$ cat src/atc_regs.svh
// Register indices, codes, limits and reset values of the acquisition control.
// Assumes APB byte address = register index * 4.
`ifndef ATC_REGS_SVH
`define ATC_REGS_SVH

`define ATC_IDX_CMD 16'h0000
`define ATC_IDX_STATE 16'h000a
`define ATC_IDX_LEN 16'h2710
`define ATC_IDX_POST 16'h2774
`define ATC_IDX_CHAN 16'h3000
`define ATC_IDX_SETTLE 16'h3001
`define ATC_IDX_DIV 16'h3002
`define ATC_IDX_IRQ_STS 16'h3003
`define ATC_IDX_IRQ_MASK 16'h3004

`define ATC_LAUNCH_CODE 32'h0000_000a
`define ATC_HALT_CODE 32'h0000_0014
`define ATC_ARMED_WAIT 32'h0000_0000
`define ATC_TRIG_SEEN 32'h0000_000a
`define ATC_ACQ_DONE 32'h0000_0014

`define ATC_STEP_ONE 32'h0000_0020
`define ATC_STEP_TWO 32'h0000_0010
`define ATC_MASK_ONE 32'hffff_ffe0
`define ATC_MASK_TWO 32'hffff_fff0
`define ATC_POST_MAX_ONE 32'h0800_0000
`define ATC_POST_MAX_TWO 32'h0400_0000
`define ATC_MEM_SAMPLES 32'h0200_0000

`define ATC_LEN_RST 32'h0000_1000
`define ATC_POST_RST 32'h0000_0800
`define ATC_SETTLE_RST 32'h0000_0000
`define ATC_DIV_RST 16'h0000

`define ATC_IRQ_DONE 0
`define ATC_IRQ_TRIG 1

`endif

$ cat src/atc_pkg.sv
// Types of the acquisition control: sequencer states and the state record.
// Assumes atc_regs.svh for all numeric constants.
package atc_pkg;

    typedef enum logic [2:0] {
        ATC_IDLE, ATC_SETTLE, ATC_PREFILL, ATC_ARMED, ATC_TRIG
    } atc_state_t;

    typedef struct packed {
        atc_state_t st;
        logic [31:0] cmd;
        logic [31:0] len;
        logic [31:0] post;
        logic two_ch;
        logic [31:0] settle;
        logic [15:0] div;
        logic [1:0] irq_sts;
        logic [1:0] irq_mask;
        logic [31:0] run_len;
        logic [31:0] run_post;
        logic [15:0] div_cnt;
        logic [31:0] cnt;
        logic [31:0] waddr;
        logic trig_m;
        logic trig_s;
        logic trig_d;
        logic [31:0] prdata;
        logic pready;
        logic pslverr;
        logic irq;
        logic mem_we;
        logic [31:0] mem_addr;
        logic active;
    } atc_s_t;

endpackage

$ cat src/atc_trigger_control.sv
// Acquisition control for standard-mode transient recording, APB slave.
// Assumes one 200 MHz clock, a trigger pin from outside the clock domain,
// and sample memory that accepts mem_addr on each mem_we pulse.
// Contract
// - Total record length per channel is a host read/write register.
// - After-trigger sample count is a host read/write register.
// - Pre-trigger depth is record length minus after-trigger count.
// - Record length limited to half memory with two channels, all with one.
// - After-trigger count at most 128M samples one channel, 64M two.
// - Both counts are multiples of 32 (one channel) or 16 (two), minimum one step.
// - Launch code in command register latches setup and starts acquisition.
// - Halt code ends any running acquisition immediately.
// - Wait programmed settling interval after launch before recording.
// - Status shows armed-and-waiting from launch until trigger.
// - Status shows triggered until after-trigger samples are complete.
// - Status shows stopped after automatic end or halt.
// - Status register is read-only and readable any time.
// - After launch, samples are stored without host help until stop.
// - Record region is a ring buffer until trigger plus after-trigger count.
// - Trigger detection stays disarmed until pre-trigger region is filled.
`include "atc_regs.svh"
`timescale 1ns/100ps
`default_nettype none

module atc_trigger_control (
    input wire logic pclk,
    input wire logic presetn,
    input wire logic psel,
    input wire logic penable,
    input wire logic pwrite,
    input wire logic [17:0] paddr,
    input wire logic [31:0] pwdata,
    output logic [31:0] prdata,
    output logic pready,
    output logic pslverr,
    input wire logic trig_in,
    output logic mem_we,
    output logic [31:0] mem_addr,
    output logic acq_active,
    output logic irq
);

    atc_pkg::atc_s_t s;
    atc_pkg::atc_s_t next_s;

    logic setup_ph;
    logic wr_ph;
    logic [15:0] idx;
    logic tick;
    logic trig_rise;
    logic [31:0] rd_val;
    logic rd_err;
    logic [31:0] state_code;
    logic [1:0] events;
    logic [31:0] len_max;
    logic [31:0] post_max;

    // Snap a count onto the step grid and clamp it to [step, max]
    function automatic logic [31:0] fit(
        input logic [31:0] v,
        input logic [31:0] mx,
        input logic two
    );
        logic [31:0] st;
        logic [31:0] m;
        logic [31:0] r;
        st = two ? `ATC_STEP_TWO : `ATC_STEP_ONE;
        m = two ? `ATC_MASK_TWO : `ATC_MASK_ONE;
        r = v & m;
        if (r < st) begin
            r = st;
        end
        if (r > mx) begin
            r = mx & m;
        end
        return r;
    endfunction

    assign setup_ph = psel && !penable;
    assign wr_ph = psel && penable && pwrite && s.pready;
    assign idx = paddr[17:2];

    assign len_max = s.two_ch ? (`ATC_MEM_SAMPLES >> 1) : `ATC_MEM_SAMPLES;
    assign post_max = s.two_ch ? `ATC_POST_MAX_TWO : `ATC_POST_MAX_ONE;

    assign tick = (s.st != atc_pkg::ATC_IDLE) && (s.st != atc_pkg::ATC_SETTLE)
        && (s.div_cnt == 16'h0000);
    assign trig_rise = s.trig_s && !s.trig_d;

    // Armed code covers settle and prefill too
    always_comb begin
        case (s.st)
            atc_pkg::ATC_IDLE: begin
                state_code = `ATC_ACQ_DONE;
            end
            atc_pkg::ATC_TRIG: begin
                state_code = `ATC_TRIG_SEEN;
            end
            default: begin
                state_code = `ATC_ARMED_WAIT;
            end
        endcase
    end

    always_comb begin
        rd_val = 32'h0000_0000;
        rd_err = 1'b0;
        if (idx == `ATC_IDX_CMD) begin
            rd_val = s.cmd;
        end else if (idx == `ATC_IDX_STATE) begin
            rd_val = state_code;
        end else if (idx == `ATC_IDX_LEN) begin
            rd_val = s.len;
        end else if (idx == `ATC_IDX_POST) begin
            rd_val = s.post;
        end else if (idx == `ATC_IDX_CHAN) begin
            rd_val = {31'h0000_0000, s.two_ch};
        end else if (idx == `ATC_IDX_SETTLE) begin
            rd_val = s.settle;
        end else if (idx == `ATC_IDX_DIV) begin
            rd_val = {16'h0000, s.div};
        end else if (idx == `ATC_IDX_IRQ_STS) begin
            rd_val = {30'h0000_0000, s.irq_sts};
        end else if (idx == `ATC_IDX_IRQ_MASK) begin
            rd_val = {30'h0000_0000, s.irq_mask};
        end else begin
            rd_err = 1'b1;
        end
    end

    always_comb begin
        next_s = s;
        events = 2'b00;
        next_s.mem_we = 1'b0;

        // Two-flop synchroniser, then an edge detector on the second stage
        next_s.trig_m = trig_in;
        next_s.trig_s = s.trig_m;
        next_s.trig_d = s.trig_s;

        // Registered answer: pready rises in the first access cycle
        next_s.pready = setup_ph;
        next_s.pslverr = 1'b0;
        if (setup_ph) begin
            next_s.prdata = pwrite ? 32'h0000_0000 : rd_val;
            next_s.pslverr = rd_err;
        end

        // Sample-rate divider: one tick every div+1 clocks while recording
        if (s.st == atc_pkg::ATC_IDLE || s.st == atc_pkg::ATC_SETTLE) begin
            next_s.div_cnt = s.div;
        end else if (s.div_cnt == 16'h0000) begin
            next_s.div_cnt = s.div;
        end else begin
            next_s.div_cnt = s.div_cnt - 16'h0001;
        end

        case (s.st)
            atc_pkg::ATC_IDLE: begin
            end
            atc_pkg::ATC_SETTLE: begin
                if (s.cnt == 32'h0000_0000) begin
                    next_s.st = atc_pkg::ATC_PREFILL;
                    if (s.run_post > s.run_len) begin
                        next_s.cnt = 32'h0000_0000;
                    end else begin
                        next_s.cnt = s.run_len - s.run_post;
                    end
                end else begin
                    next_s.cnt = s.cnt - 32'h0000_0001;
                end
            end
            atc_pkg::ATC_PREFILL: begin
                if (s.cnt == 32'h0000_0000) begin
                    next_s.st = atc_pkg::ATC_ARMED;
                end else if (tick) begin
                    next_s.mem_we = 1'b1;
                    next_s.cnt = s.cnt - 32'h0000_0001;
                end
            end
            atc_pkg::ATC_ARMED: begin
                if (tick) begin
                    next_s.mem_we = 1'b1;
                end
                if (trig_rise) begin
                    next_s.st = atc_pkg::ATC_TRIG;
                    next_s.cnt = s.run_post;
                    events[`ATC_IRQ_TRIG] = 1'b1;
                end
            end
            atc_pkg::ATC_TRIG: begin
                if (s.cnt == 32'h0000_0000) begin
                    next_s.st = atc_pkg::ATC_IDLE;
                    events[`ATC_IRQ_DONE] = 1'b1;
                end else if (tick) begin
                    next_s.mem_we = 1'b1;
                    next_s.cnt = s.cnt - 32'h0000_0001;
                end
            end
            default: begin
                next_s.st = atc_pkg::ATC_IDLE;
            end
        endcase

        // Ring addressing inside the recorded region
        if (next_s.mem_we) begin
            next_s.mem_addr = s.waddr;
            if (s.waddr >= s.run_len - 32'h0000_0001) begin
                next_s.waddr = 32'h0000_0000;
            end else begin
                next_s.waddr = s.waddr + 32'h0000_0001;
            end
        end

        if (wr_ph) begin
            if (idx == `ATC_IDX_CMD) begin
                next_s.cmd = pwdata;
                if (pwdata == `ATC_LAUNCH_CODE) begin
                    next_s.st = atc_pkg::ATC_SETTLE;
                    next_s.run_len = s.len;
                    next_s.run_post = s.post;
                    next_s.cnt = s.settle;
                    next_s.waddr = 32'h0000_0000;
                end else if (pwdata == `ATC_HALT_CODE) begin
                    next_s.st = atc_pkg::ATC_IDLE;
                    next_s.mem_we = 1'b0;
                end
            end else if (idx == `ATC_IDX_LEN) begin
                next_s.len = fit(pwdata, len_max, s.two_ch);
            end else if (idx == `ATC_IDX_POST) begin
                next_s.post = fit(pwdata, post_max, s.two_ch);
            end else if (idx == `ATC_IDX_CHAN) begin
                next_s.two_ch = pwdata[0];
            end else if (idx == `ATC_IDX_SETTLE) begin
                next_s.settle = pwdata;
            end else if (idx == `ATC_IDX_DIV) begin
                next_s.div = pwdata[15:0];
            end else if (idx == `ATC_IDX_IRQ_STS) begin
                next_s.irq_sts = s.irq_sts & ~pwdata[1:0];
            end else if (idx == `ATC_IDX_IRQ_MASK) begin
                next_s.irq_mask = pwdata[1:0];
            end
        end

        // Set after clear so an event in the clearing cycle is kept
        next_s.irq_sts = next_s.irq_sts | events;
        next_s.irq = |(next_s.irq_sts & next_s.irq_mask);
        next_s.active = (next_s.st != atc_pkg::ATC_IDLE);
    end

    always_ff @(posedge pclk or negedge presetn) begin
        if (!presetn) begin
            s <= '0;
            s.st <= atc_pkg::ATC_IDLE;
            s.len <= `ATC_LEN_RST;
            s.post <= `ATC_POST_RST;
            s.settle <= `ATC_SETTLE_RST;
            s.div <= `ATC_DIV_RST;
            s.run_len <= `ATC_LEN_RST;
            s.run_post <= `ATC_POST_RST;
        end else begin
            s <= next_s;
        end
    end

    assign prdata = s.prdata;
    assign pready = s.pready;
    assign pslverr = s.pslverr;
    assign mem_we = s.mem_we;
    assign mem_addr = s.mem_addr;
    assign acq_active = s.active;
    assign irq = s.irq;

endmodule

`default_nettype wire

$ cat config.mk
export PLATFORM = sky130hd
export DESIGN_NAME = atc_trigger_control
export DESIGN_NICKNAME = d
export VERILOG_FILES = /design/src/atc_pkg.sv /design/src/atc_trigger_control.sv
export VERILOG_INCLUDE_DIRS = /design/src
export SDC_FILE = /design/constraint.sdc
export NUM_CORES = 1
export LEC_CHECK = 0
export ABC_AREA = 1
export CAP_MARGIN = 20
export CORE_ASPECT_RATIO = 0.9
export CORE_MARGIN = 3
export CORE_UTILIZATION = 25
export CTS_CLUSTER_DIAMETER = 100
export CTS_CLUSTER_SIZE = 30
export DETAILED_ROUTE_END_ITERATION = 16
export DONT_BUFFER_PORTS = 1
export RECOVER_POWER = 25
export SKIP_CTS_REPAIR_TIMING = 1
export SLEW_MARGIN = 20
export SYNTH_ARGS = -nofsm -noshare
export SYNTH_HDL_FRONTEND = slang
export SYNTH_SLANG_ARGS = --single-unit
$ cat constraint.sdc
create_clock -name pclk -period 3.2 [get_ports pclk]
set_clock_uncertainty 0.05 [all_clocks]
set_input_delay 0.64 -clock pclk [delete_from_list [all_inputs] [get_ports pclk]]
set_output_delay 0.64 -clock pclk [all_outputs]
set_load 0.03 [all_outputs]
== Word level (Yosys, flattened, before mapping) ==
Cells that the tools add are included.

* Bits of input ports: 56
* Memories: 0
* Register bits: 368
* Memory bits (read-only): 0
* Bits in writable memories: 0
* Latch bits: 0

* Bitwise logic cells: 12
* Div/mod/pow operators: 0
* Muxes and demuxes: 84
* Magnitude comparators: 5
* $add $sub $neg: 5
* $mul: 0
* Eq/ne operators: 15
* Reductions and logical operators: 25
* Shifts and indexed selects: 0

{| class="wikitable"
|+ Operators by type and width
! kind !! count
|-
| 32-bit two-way mux || 27
|-
| 64-bit two-way mux || 5
|-
| 216-bit two-way mux || 1
|-
| 117-bit two-way mux || 1
|-
| 16-bit by 14-bit == test with 1-bit output (second input constant) || 7
|-
| 32-bit one-hot mux with 3 select lines || 1
|-
| 85-bit two-way mux || 1
|-
| 16-bit two-way mux || 4
|-
| 32-bit by 1-bit subtractor with 32-bit output (second input constant) || 2
|-
| 53-bit two-way mux || 1
|-
| 52-bit two-way mux || 1
|-
| 35-bit two-way mux || 1
|-
| 32-bit by 1-bit adder with 32-bit output (second input constant) || 1
|-
| 26-bit by 32-bit AND with 32-bit output || 1
|-
| 28-bit by 32-bit AND with 32-bit output || 1
|-
| 32-bit AND || 1
|-
| 32-bit by 4-bit == test with 1-bit output (second input constant) || 1
|-
| 32-bit by 5-bit == test with 1-bit output (second input constant) || 1
|-
| 32-bit >= comparator || 1
|-
| 32-bit by 26-bit > comparator with 1-bit output || 1
|-
| 32-bit by 28-bit > comparator with 1-bit output || 1
|-
| 32-bit > comparator || 1
|-
| 16-bit logical NOT || 2
|-
| 32-bit logical NOT || 1
|-
| 36 further kinds || 81
|}

== Depth between registers and ports, before layout ==
Gate-level depths: netlist of run 1.

* Depth in word-level cells: 17
* Gate-level depth with buffers: 24
* Depth with buffers taken out: 23

== Worst setup path before layout of run 1 ==
Ideal clock, no wire load.

* Path kind: register to register
* Start point: register s[190] in the netlist's numbering
* End point: register s[94] in the netlist's numbering
* Cell stages (with the launch flop): 24
* Required time: 3.086 ns
* Arrival: 3.064 ns
* Clock period less this slack: 3.177 ns
* Path slack: 0.023 ns
* Setup time: 0.064 ns
* Path through: dfrtp_1 nor2_1 nand3_1 nor3_2 nand3_2 nor2_2 nand2_1 nor2_2 inv_2 nor3_1 xnor2_1 ha_1 nand2_1 inv_1 nand3_1 a21oi_1 nor2_1 o21ai_0 a21oi_1 clkbuf_1 nand3_1 nand2_1 o31ai_1 inv_1

{| class="wikitable"
|+ RTL lines
! what !! RTL line !! text
|-
| start, declared || atc_trigger_control.sv:43 || <nowiki>atc_pkg::atc_s_t s;</nowiki>
|-
| start signal, assigned || atc_trigger_control.sv:262 || <nowiki>s <= next_s;</nowiki>
|}

==> flow_results.xml, run 1 <==
<?xml version="1.0" encoding="UTF-8"?>
<metrics>
  <group name="status">
    <metric name="result_of_the_run" unit="">finished with violations</metric>
    <metric name="failed_checks" unit="">hold timing, slew limit, setup timing</metric>
  </group>
  <group name="yosys">
    <metric name="post_syn_nets" unit="">3183</metric>
    <metric name="synthAdderAreaFrac" unit="%">3.82</metric>
    <metric name="yosysWarningCount" unit="">0</metric>
    <metric name="synth-simple-area-share" unit="%">28.8</metric>
    <metric name="synthesis.area" unit="mm^2">0.0221</metric>
    <metric name="synthXorXnorAreaFrac" unit="%">3.28</metric>
    <metric name="post_synth_mux_area_share" unit="%">0.153</metric>
    <metric name="postSynthAreaPerCell" unit="um^2">7.24</metric>
    <metric name="synth_top_cell_by_area" unit="">sky130_fd_sc_hd__dfrtp_1</metric>
    <metric name="synth-edff-count" unit="">0</metric>
    <metric name="synthMostInstantiatedCell" unit="">sky130_fd_sc_hd__nand2_1</metric>
    <metric name="combinational_family_with_the_most_area_after_synthesis" unit="">simple AND/OR/NAND/NOR gates</metric>
    <metric name="synthArstFlopShare" unit="%">100</metric>
    <metric name="synth-seq-area-share" unit="%">39.8</metric>
    <metric name="dominantRegCellSynth" unit="">sky130_fd_sc_hd__dfrtp_1</metric>
    <metric name="fraction_of_the_mapped_netlist_area_in_compound_gates" unit="%">12.5</metric>
    <metric name="yosys-top-cells-area" unit="">sky130_fd_sc_hd__dfrtp_1 39%, sky130_fd_sc_hd__nand2_1 14%, sky130_fd_sc_hd__inv_1 7.0%</metric>
    <metric name="synth.ff_latch_count" unit="">352</metric>
    <metric name="netlist_top_cells_count" unit="">818 x sky130_fd_sc_hd__nand2_1, 411 x sky130_fd_sc_hd__inv_1, 348 x sky130_fd_sc_hd__dfrtp_1</metric>
    <metric name="postSynthCellCount" unit="">3060</metric>
    <metric name="synth_cell_types" unit="">59</metric>
    <metric name="synth_top_cell_area_share" unit="%">39.3</metric>
  </group>
  <group name="pwr">
    <metric name="p_leak" unit="nW">11.6</metric>
    <metric name="worst_ir_drop_vdd" unit="uV">342</metric>
    <metric name="post_layout_total_power" unit="mW">7.57</metric>
    <metric name="power.density" unit="mW/mm^2">311</metric>
  </group>
  <group name="critical_path">
    <metric name="worstSetupPathType" unit="">reg2reg</metric>
    <metric name="timing.critical_path.slowest_stage_cell" unit="">sky130_fd_sc_hd__dfrtp_1</metric>
    <metric name="cell_depth_of_the_worst_flop_to_flop_path" unit="">22</metric>
    <metric name="critical_path.max_fanout" unit="">12</metric>
    <metric name="critPathRequiredTime" unit="ps">3630</metric>
    <metric name="crit_path_start" unit="">s[191]</metric>
    <metric name="worst_setup_path_endpoint" unit="">s[78]</metric>
    <metric name="worst_r2r_endpoint" unit="">s[78]</metric>
    <metric name="critical_path.cell_chain" unit="">nor2_1 &gt; nand3_2 &gt; nor3_4 &gt; nand3_2 &gt; nor2_4 &gt; nand2_2 &gt; nor2_4 &gt; inv_4 &gt; nor3_4 &gt; xnor2_1 &gt; ha_1 &gt; nand2_2 &gt; inv_2 &gt; nand3_4 &gt; a21oi_1 &gt; nor2_1 &gt; o21ai_2 &gt; a21oi_2 &gt; buf_6 &gt; o21ai_2 &gt; buf_12 &gt; nor3_2</metric>
    <metric name="worstSetupEndpointType" unit="">flip-flop</metric>
    <metric name="worst-endpoint-arrival" unit="ps">3860</metric>
    <metric name="worst-r2r-setup-slack" unit="ps">-220</metric>
    <metric name="worstReg2RegStart" unit="">s[191]</metric>
    <metric name="critPathMaxStageDelay" unit="ps">420</metric>
    <metric name="critPathLaunchType" unit="">flip-flop</metric>
  </group>
  <group name="final_layout">
    <metric name="drive_above_1_share" unit="%">8.67</metric>
    <metric name="stdcell_count" unit="">4190</metric>
    <metric name="layout.core_utilization" unit="%">28.0</metric>
    <metric name="finish.net_count" unit="">3157</metric>
    <metric name="n_fill_cell" unit="">9450</metric>
    <metric name="synthToLayoutAreaGrowth" unit="%">9.94</metric>
  </group>
  <group name="global_routing">
    <metric name="grt_pass1_wl" unit="mm">117</metric>
    <metric name="antenna_found_initial" unit="">4</metric>
    <metric name="globalRouteTotalUtil" unit="%">16.3</metric>
    <metric name="grt_pass1_vias" unit="">18900</metric>
    <metric name="grt-ovfl-total" unit="">0</metric>
    <metric name="grt_max_degree" unit="">353</metric>
  </group>
  <group name="sta">
    <metric name="layout_setup_ws" unit="ps">-224</metric>
    <metric name="finalHoldViolCount" unit="">168</metric>
    <metric name="unrepaired_setup_endpoints_after_global_routing" unit="">true</metric>
    <metric name="post-route-period-util" unit="%">107</metric>
    <metric name="fmax" unit="GHz">0.292</metric>
    <metric name="finalMaxSlewViolations" unit="">146</metric>
    <metric name="finalWorstPathRequiredPeriod" unit="ps">3420</metric>
    <metric name="timing.slew.headroom" unit="%">-15.6</metric>
    <metric name="finalSetupViolCount" unit="">32</metric>
    <metric name="worst_slew_pin_slew" unit="ps">1730</metric>
    <metric name="holdWs" unit="ps">-301</metric>
  </group>
  <group name="cts">
    <metric name="cts_inserted_buffers" unit="">19</metric>
    <metric name="clk_pin_slew_worst_paths" unit="ps">120</metric>
    <metric name="tritoncts_clock_tree" unit="">done</metric>
    <metric name="clock_sinks" unit="">352</metric>
    <metric name="htree_num_levels" unit="">1</metric>
    <metric name="clk-insertion-delay-late" unit="ps">570</metric>
    <metric name="cts.root.buffer_cell" unit="">sky130_fd_sc_hd__clkbuf_16</metric>
    <metric name="cts_max_path_buffers" unit="">3</metric>
  </group>
  <group name="floorplanning">
    <metric name="dieWidth" unit="um">320</metric>
    <metric name="core-area" unit="mm^2">0.0869</metric>
    <metric name="floorplan.io_pins" unit="">125</metric>
    <metric name="start_util" unit="%">25.5</metric>
    <metric name="chipHeight" unit="um">288</metric>
    <metric name="floorplan.die_area" unit="mm^2">0.0922</metric>
    <metric name="core.rowCount" unit="">102</metric>
  </group>
  <group name="drt">
    <metric name="post-route-drc-count" unit="">0</metric>
    <metric name="routed-via-count" unit="">20300</metric>
    <metric name="detail_route.iter0.violations" unit="">2155</metric>
    <metric name="routed_wirelength" unit="mm">77.0</metric>
    <metric name="wl_per_cell" unit="um">18.4</metric>
    <metric name="final_antenna_net_count" unit="">0</metric>
    <metric name="first_pass_iters" unit="">8</metric>
    <metric name="detail_route.vias_per_cell" unit="">4.84</metric>
  </group>
  <group name="job">
    <metric name="maxCapViolations" unit="">0</metric>
  </group>
  <group name="placement">
    <metric name="port_buffers" unit="">0</metric>
    <metric name="hpwl" unit="mm">59.6</metric>
    <metric name="pre_cts_setup_slack" unit="ps">-483</metric>
    <metric name="post-place-cells" unit="">4151</metric>
    <metric name="routabilityCongestion" unit="">0.917</metric>
  </group>
  <group name="hold_path">
    <metric name="holdCritPathClass" unit="">in2async</metric>
  </group>
</metrics>
-- critical path, delay by kind of cell (launching register included) --
kind / cells / cell delay, ps
AND/OR/NAND/NOR: 12 / 1610
flip-flops: 1 / 420
buffers and inverters: 4 / 460
adder cells (fa/ha/maj): 1 / 330
AO/OA/AOI/OAI: 4 / 380
XOR/XNOR: 1 / 100
-- per-layer routing --
layer,share of wire [%],wire length (um),track usage (%)
met5,0,0,0
met4,2.2,1660,3.80
met3,9.2,7110,3.73
met2,42,32600,24.5
met1,46,35700,23.5
-- cells by family (layout without fill, tap and decap cells) --
kind of cell / count (synthesis) / count (layout)
AOI/OAI and AO/OA: 499 / 499
adders and majority gates: 67 / 67
xor gates and xnor gates: 83 / 83
and+or+nand+nor: 1472 / 1472
DFF: 352 / 352
buffers and inverters: 584 / 569
muxes: 3 / 3
other: 0 / 1
-- per-stage QoR --
stage,instance area [um^2],setup TNS [ps]
after CTS,24100,-14420
after floorplan,22200,0
after global placement,23500,-10370
final,24400,-5360
after detailed placement,23500,-13570
after global routing,24300,-12300
-- flip-flops by register name, indices dropped and copies added (netlist names) --
signal	flops
mem_we	1
acq_active	1
next_s	2
pready	1
s	281
pslverr	1
mem_addr	32
prdata	32
irq	1
-- cell type report --
cell class	instances	area, um^2	area share (%)
diodes	1	2.50	0.0103
clock buffers	21	493	2.02
clock inverters	11	163	0.668
inverters	426	1600	6.58
multi-input cells	2124	10900	44.7
flip-flops and latches	352	8810	36.2
well taps	1144	1430	5.88
repair buffers	111	955	3.92
-- layout by cell type (no fill, tap or decap), drive strengths merged, types with 19 or more instances in the layout --
cell and instances:
nand2 835, dfrtp 348, ha 66, inv 427
o31ai 19, o22ai 34, buf 109, a22oi 20
o21ai 276, nor2 291, xor2 68, nand4 56
nor3 61, a21oi 116, clkbuf 23, nand3 190
-- how the worst min path moves through the flow --
| stage | endpoint | slack (ps) | depth (start not counted) |
|---|---|---|---|
| 2_1_floorplan | next_s[69] | 280 | 0 |
| 3_3_place_gp | next_s[69] | 290 | 0 |
| 3_5_place_dp | next_s[69] | 290 | 0 |
| 4_1_cts | mem_addr[31] | -330 | 0 |
| 5_1_grt | mem_addr[6] | -330 | 0 |
| 6_report | mem_addr[5] | -300 | 0 |
-- where the power goes --
part / switching (mW) / internal, mW
clock network: 1.78 / 1.23
logic: 0.0832 / 0.0259
registers: 0.00433 / 4.45
total: 1.87 / 5.70
Note: power is estimated with default switching activity, not from simulation.
==> run 2: changes to the inputs <==
--- a/config.mk
+++ b/config.mk
@@ -6,7 +6,6 @@
 export SDC_FILE = /design/constraint.sdc
 export NUM_CORES = 1
 export LEC_CHECK = 0
-export ABC_AREA = 1
 export CAP_MARGIN = 20
 export CORE_ASPECT_RATIO = 0.9
 export CORE_MARGIN = 3
==> run 2 against run 1 <==
Effect of this change: the run still ends with hold timing, slew limit, setup timing left; power fell by 7.3%; die area shrank 13%; non-clock buffer count grew 64; largest cell class unchanged; largest power group unchanged; highest routed layer is now met5.
==> flow_results.xml, run 2 <==
<?xml version="1.0" encoding="UTF-8"?>
<metrics>
  <group name="critical_path">
    <metric name="critical_path.cell_chain" unit="">or3_4 &gt; or3_4 &gt; or3_4 &gt; nand2b_4 &gt; or2_4 &gt; nor2_4 &gt; xnor2_1 &gt; ha_1 &gt; a21o_1 &gt; a21o_1 &gt; a21oi_2 &gt; o21ai_1 &gt; a21o_1 &gt; a21oi_1 &gt; o31ai_1 &gt; a22o_2 &gt; clkbuf_16 &gt; nor2_1</metric>
    <metric name="timing.critical_path.slowest_stage_cell" unit="">sky130_fd_sc_hd__dfrtp_1</metric>
    <metric name="critPathMaxStageDelay" unit="ps">400</metric>
    <metric name="worst-endpoint-arrival" unit="ps">4360</metric>
    <metric name="critPathLaunchType" unit="">flip-flop</metric>
    <metric name="worst_r2r_endpoint" unit="">s[96]</metric>
    <metric name="critical_path.max_fanout" unit="">16</metric>
    <metric name="worstReg2RegStart" unit="">s[195]</metric>
    <metric name="critPathRequiredTime" unit="ps">3620</metric>
    <metric name="worstSetupEndpointType" unit="">flip-flop</metric>
    <metric name="worstSetupPathType" unit="">reg2reg</metric>
    <metric name="worst-r2r-setup-slack" unit="ps">-740</metric>
    <metric name="cell_depth_of_the_worst_flop_to_flop_path" unit="">18</metric>
  </group>
  <group name="floorplanning">
    <metric name="core.rowCount" unit="">96</metric>
    <metric name="chipHeight" unit="um">270</metric>
    <metric name="core-area" unit="mm^2">0.0764</metric>
    <metric name="start_util" unit="%">25.3</metric>
    <metric name="dieWidth" unit="um">299</metric>
    <metric name="floorplan.io_pins" unit="">125</metric>
    <metric name="floorplan.die_area" unit="mm^2">0.0806</metric>
  </group>
  <group name="drt">
    <metric name="post-route-drc-count" unit="">0</metric>
    <metric name="met2_wirelength" unit="mm">23.8</metric>
    <metric name="met3_length" unit="mm">5.90</metric>
    <metric name="routed_wirelength" unit="mm">58.4</metric>
    <metric name="routed-via-count" unit="">15100</metric>
    <metric name="m1WireLength" unit="mm">27.8</metric>
    <metric name="final_antenna_net_count" unit="">0</metric>
    <metric name="wl_per_cell" unit="um">18.9</metric>
    <metric name="detail_route.iter0.violations" unit="">1694</metric>
    <metric name="first_pass_iters" unit="">6</metric>
    <metric name="highest_routed_layer" unit="">met5</metric>
    <metric name="detail_route.vias_per_cell" unit="">4.88</metric>
  </group>
  <group name="cts">
    <metric name="tritoncts_clock_tree" unit="">done</metric>
    <metric name="clk-insertion-delay-late" unit="ps">560</metric>
    <metric name="htree_num_levels" unit="">1</metric>
    <metric name="cts_inserted_buffers" unit="">16</metric>
    <metric name="cts_max_path_buffers" unit="">3</metric>
    <metric name="clock_sinks" unit="">352</metric>
    <metric name="clk_pin_slew_worst_paths" unit="ps">120</metric>
    <metric name="cts.root.buffer_cell" unit="">sky130_fd_sc_hd__clkbuf_16</metric>
  </group>
  <group name="yosys">
    <metric name="post_syn_nets" unit="">2146</metric>
    <metric name="yosys-top-cells-area" unit="">sky130_fd_sc_hd__dfrtp_1 45%, sky130_fd_sc_hd__mux2_2 6.7%, sky130_fd_sc_hd__nand2_1 6.1%</metric>
    <metric name="synth-seq-area-share" unit="%">45.7</metric>
    <metric name="synth_top_cell_area_share" unit="%">45.1</metric>
    <metric name="postSynthCellCount" unit="">2023</metric>
    <metric name="synthMostInstantiatedCell" unit="">sky130_fd_sc_hd__dfrtp_1</metric>
    <metric name="synthArstFlopShare" unit="%">100</metric>
    <metric name="synth.ff_latch_count" unit="">352</metric>
    <metric name="postSynthAreaPerCell" unit="um^2">9.54</metric>
    <metric name="synth-edff-count" unit="">0</metric>
    <metric name="yosysWarningCount" unit="">0</metric>
    <metric name="synthesis.area" unit="mm^2">0.0193</metric>
    <metric name="synth_top_cell_by_area" unit="">sky130_fd_sc_hd__dfrtp_1</metric>
    <metric name="netlist_top_cells_count" unit="">348 x sky130_fd_sc_hd__dfrtp_1, 314 x sky130_fd_sc_hd__nand2_1, 173 x sky130_fd_sc_hd__o21ai_0</metric>
    <metric name="dominantRegCellSynth" unit="">sky130_fd_sc_hd__dfrtp_1</metric>
    <metric name="synth_cell_types" unit="">87</metric>
  </group>
  <group name="final_layout">
    <metric name="antennaDiodeCount" unit="">0</metric>
    <metric name="mostFrequentLayoutCells" unit="">348 x sky130_fd_sc_hd__dfrtp_1, 309 x sky130_fd_sc_hd__nand2_1, 171 x sky130_fd_sc_hd__o21ai_0</metric>
    <metric name="drive_above_1_share" unit="%">19.6</metric>
    <metric name="synthToLayoutAreaGrowth" unit="%">14.6</metric>
    <metric name="final_design_area_no_fill" unit="mm^2">0.0221</metric>
    <metric name="finish.net_count" unit="">2182</metric>
    <metric name="largest_register_ff_count" unit="">281</metric>
    <metric name="registers.top_by_ff_count" unit="">s</metric>
    <metric name="n_fill_cell" unit="">8063</metric>
    <metric name="stdcell_count" unit="">3097</metric>
    <metric name="commonest_non_fill_non_tap_cell_in_the_layout" unit="">sky130_fd_sc_hd__dfrtp_1</metric>
  </group>
  <group name="sta">
    <metric name="layout_setup_ws" unit="ps">-737</metric>
    <metric name="finalWorstPathRequiredPeriod" unit="ps">3940</metric>
    <metric name="unrepaired_setup_endpoints_after_global_routing" unit="">true</metric>
    <metric name="post-route-period-util" unit="%">123</metric>
    <metric name="timing.slew.headroom" unit="%">-8.28</metric>
    <metric name="holdWs" unit="ps">-210</metric>
    <metric name="finalMaxSlewViolations" unit="">115</metric>
    <metric name="fmax" unit="GHz">0.254</metric>
    <metric name="finalHoldViolCount" unit="">138</metric>
    <metric name="finalSetupViolCount" unit="">38</metric>
    <metric name="worst_slew_pin_slew" unit="ps">1620</metric>
  </group>
  <group name="placement">
    <metric name="hpwl" unit="mm">43.3</metric>
    <metric name="post-place-cells" unit="">3057</metric>
    <metric name="detailed_place.area" unit="mm^2">0.0211</metric>
    <metric name="pre_cts_setup_slack" unit="ps">-674</metric>
    <metric name="routabilityCongestion" unit="">0.852</metric>
    <metric name="port_buffers" unit="">0</metric>
  </group>
  <group name="pwr">
    <metric name="p_leak" unit="nW">9.86</metric>
    <metric name="worst_ir_drop_vdd" unit="uV">273</metric>
    <metric name="power.density" unit="mW/mm^2">317</metric>
  </group>
  <group name="hold_path">
    <metric name="holdCritPathClass" unit="">in2async</metric>
  </group>
  <group name="global_routing">
    <metric name="antenna_found_initial" unit="">1</metric>
    <metric name="grt_pass1_wl" unit="mm">89.6</metric>
    <metric name="grt_max_degree" unit="">353</metric>
    <metric name="globalRouteTotalUtil" unit="%">14.1</metric>
    <metric name="grt-ovfl-total" unit="">0</metric>
    <metric name="grt_pass1_vias" unit="">14400</metric>
  </group>
  <group name="job">
    <metric name="maxCapViolations" unit="">0</metric>
  </group>
  <group name="status">
    <metric name="failed_checks" unit="">hold timing, slew limit, setup timing</metric>
    <metric name="result_of_the_run" unit="">finished with violations</metric>
  </group>
</metrics>
run 2: final cells by class:
type / instances / area [um^2] / share of cell area, %
clock buffers: 22 / 423 / 1.91
clock inverters: 5 / 61.3 / 0.277
inverters: 56 / 215 / 0.973
multi-input cells: 1458 / 9660 / 43.7
flip-flops and latches: 352 / 8810 / 39.9
well taps: 1029 / 1290 / 5.82
repair buffers: 175 / 1660 / 7.48
run 2: cells by family (layout without fill, tap and decap cells):
group,Yosys count,in the layout,synth area share [%]
adder cells (fa/ha/maj),67,67,4.38
multiplexers,117,117,6.82
flip-flops,352,352,45.7
AND/OR/NAND/NOR,708,708,17.6
AO/OA/AOI/OAI,467,467,15.0
XOR/XNOR,99,99,4.49
buffers and inverters,213,258,6.08
run 2: how the worst max path moves through the flow:
stage / start / to / slack, ps / cells after the start
finish: s[195] / s[96] / -740 / 18
global route: s[196] / s[75] / -900 / 18
CTS: s[196] / s[75] / -730 / 17
detailed placement: s[196] / s[81] / -670 / 17
global placement: s[196] / s[76] / -690 / 18
floorplan: s[195] / s[74] / -620 / 18
run 2: report_power, final:
part | total (mW) | internal, mW | switching, mW
combinational | 0.0480 | 0.0184 | 0.0296
clock | 2.51 | 0.986 | 1.52
sequential | 4.46 | 4.45 | 0.00485
run 2: critical path: cells and delay by family, from the launching register on:
family | cells | cell delay (ps)
DFF | 1 | 400
buffers and inverters | 1 | 190
adders and majority gates | 1 | 270
AOI/OAI and AO/OA | 8 | 1200
xor gates and xnor gates | 1 | 120
and+or+nand+nor | 7 | 1630
run 2: metrics by stage:
step           TNS, ps  hold slack (ps)  util, %  power [mW]
2_1_floorplan   -19540              281        -        4.57
3_3_place_gp    -25210              292     27.7        4.59
3_5_place_dp    -26370              286     27.7        4.59
4_1_cts         -27880             -249     28.3        7.12
5_1_grt         -30520             -257     29.0        7.27
6_report        -22880             -210     29.0        7.01
run 2: per-layer routing:
layer | global-route usage [%] | vias to the layer above
met3 | 4.31 | 49
met1 | 21.3 | 7308
met4 | 2.51 | 2
li1 | - | 7177
met5 | 0 | -
met2 | 19.6 | 570
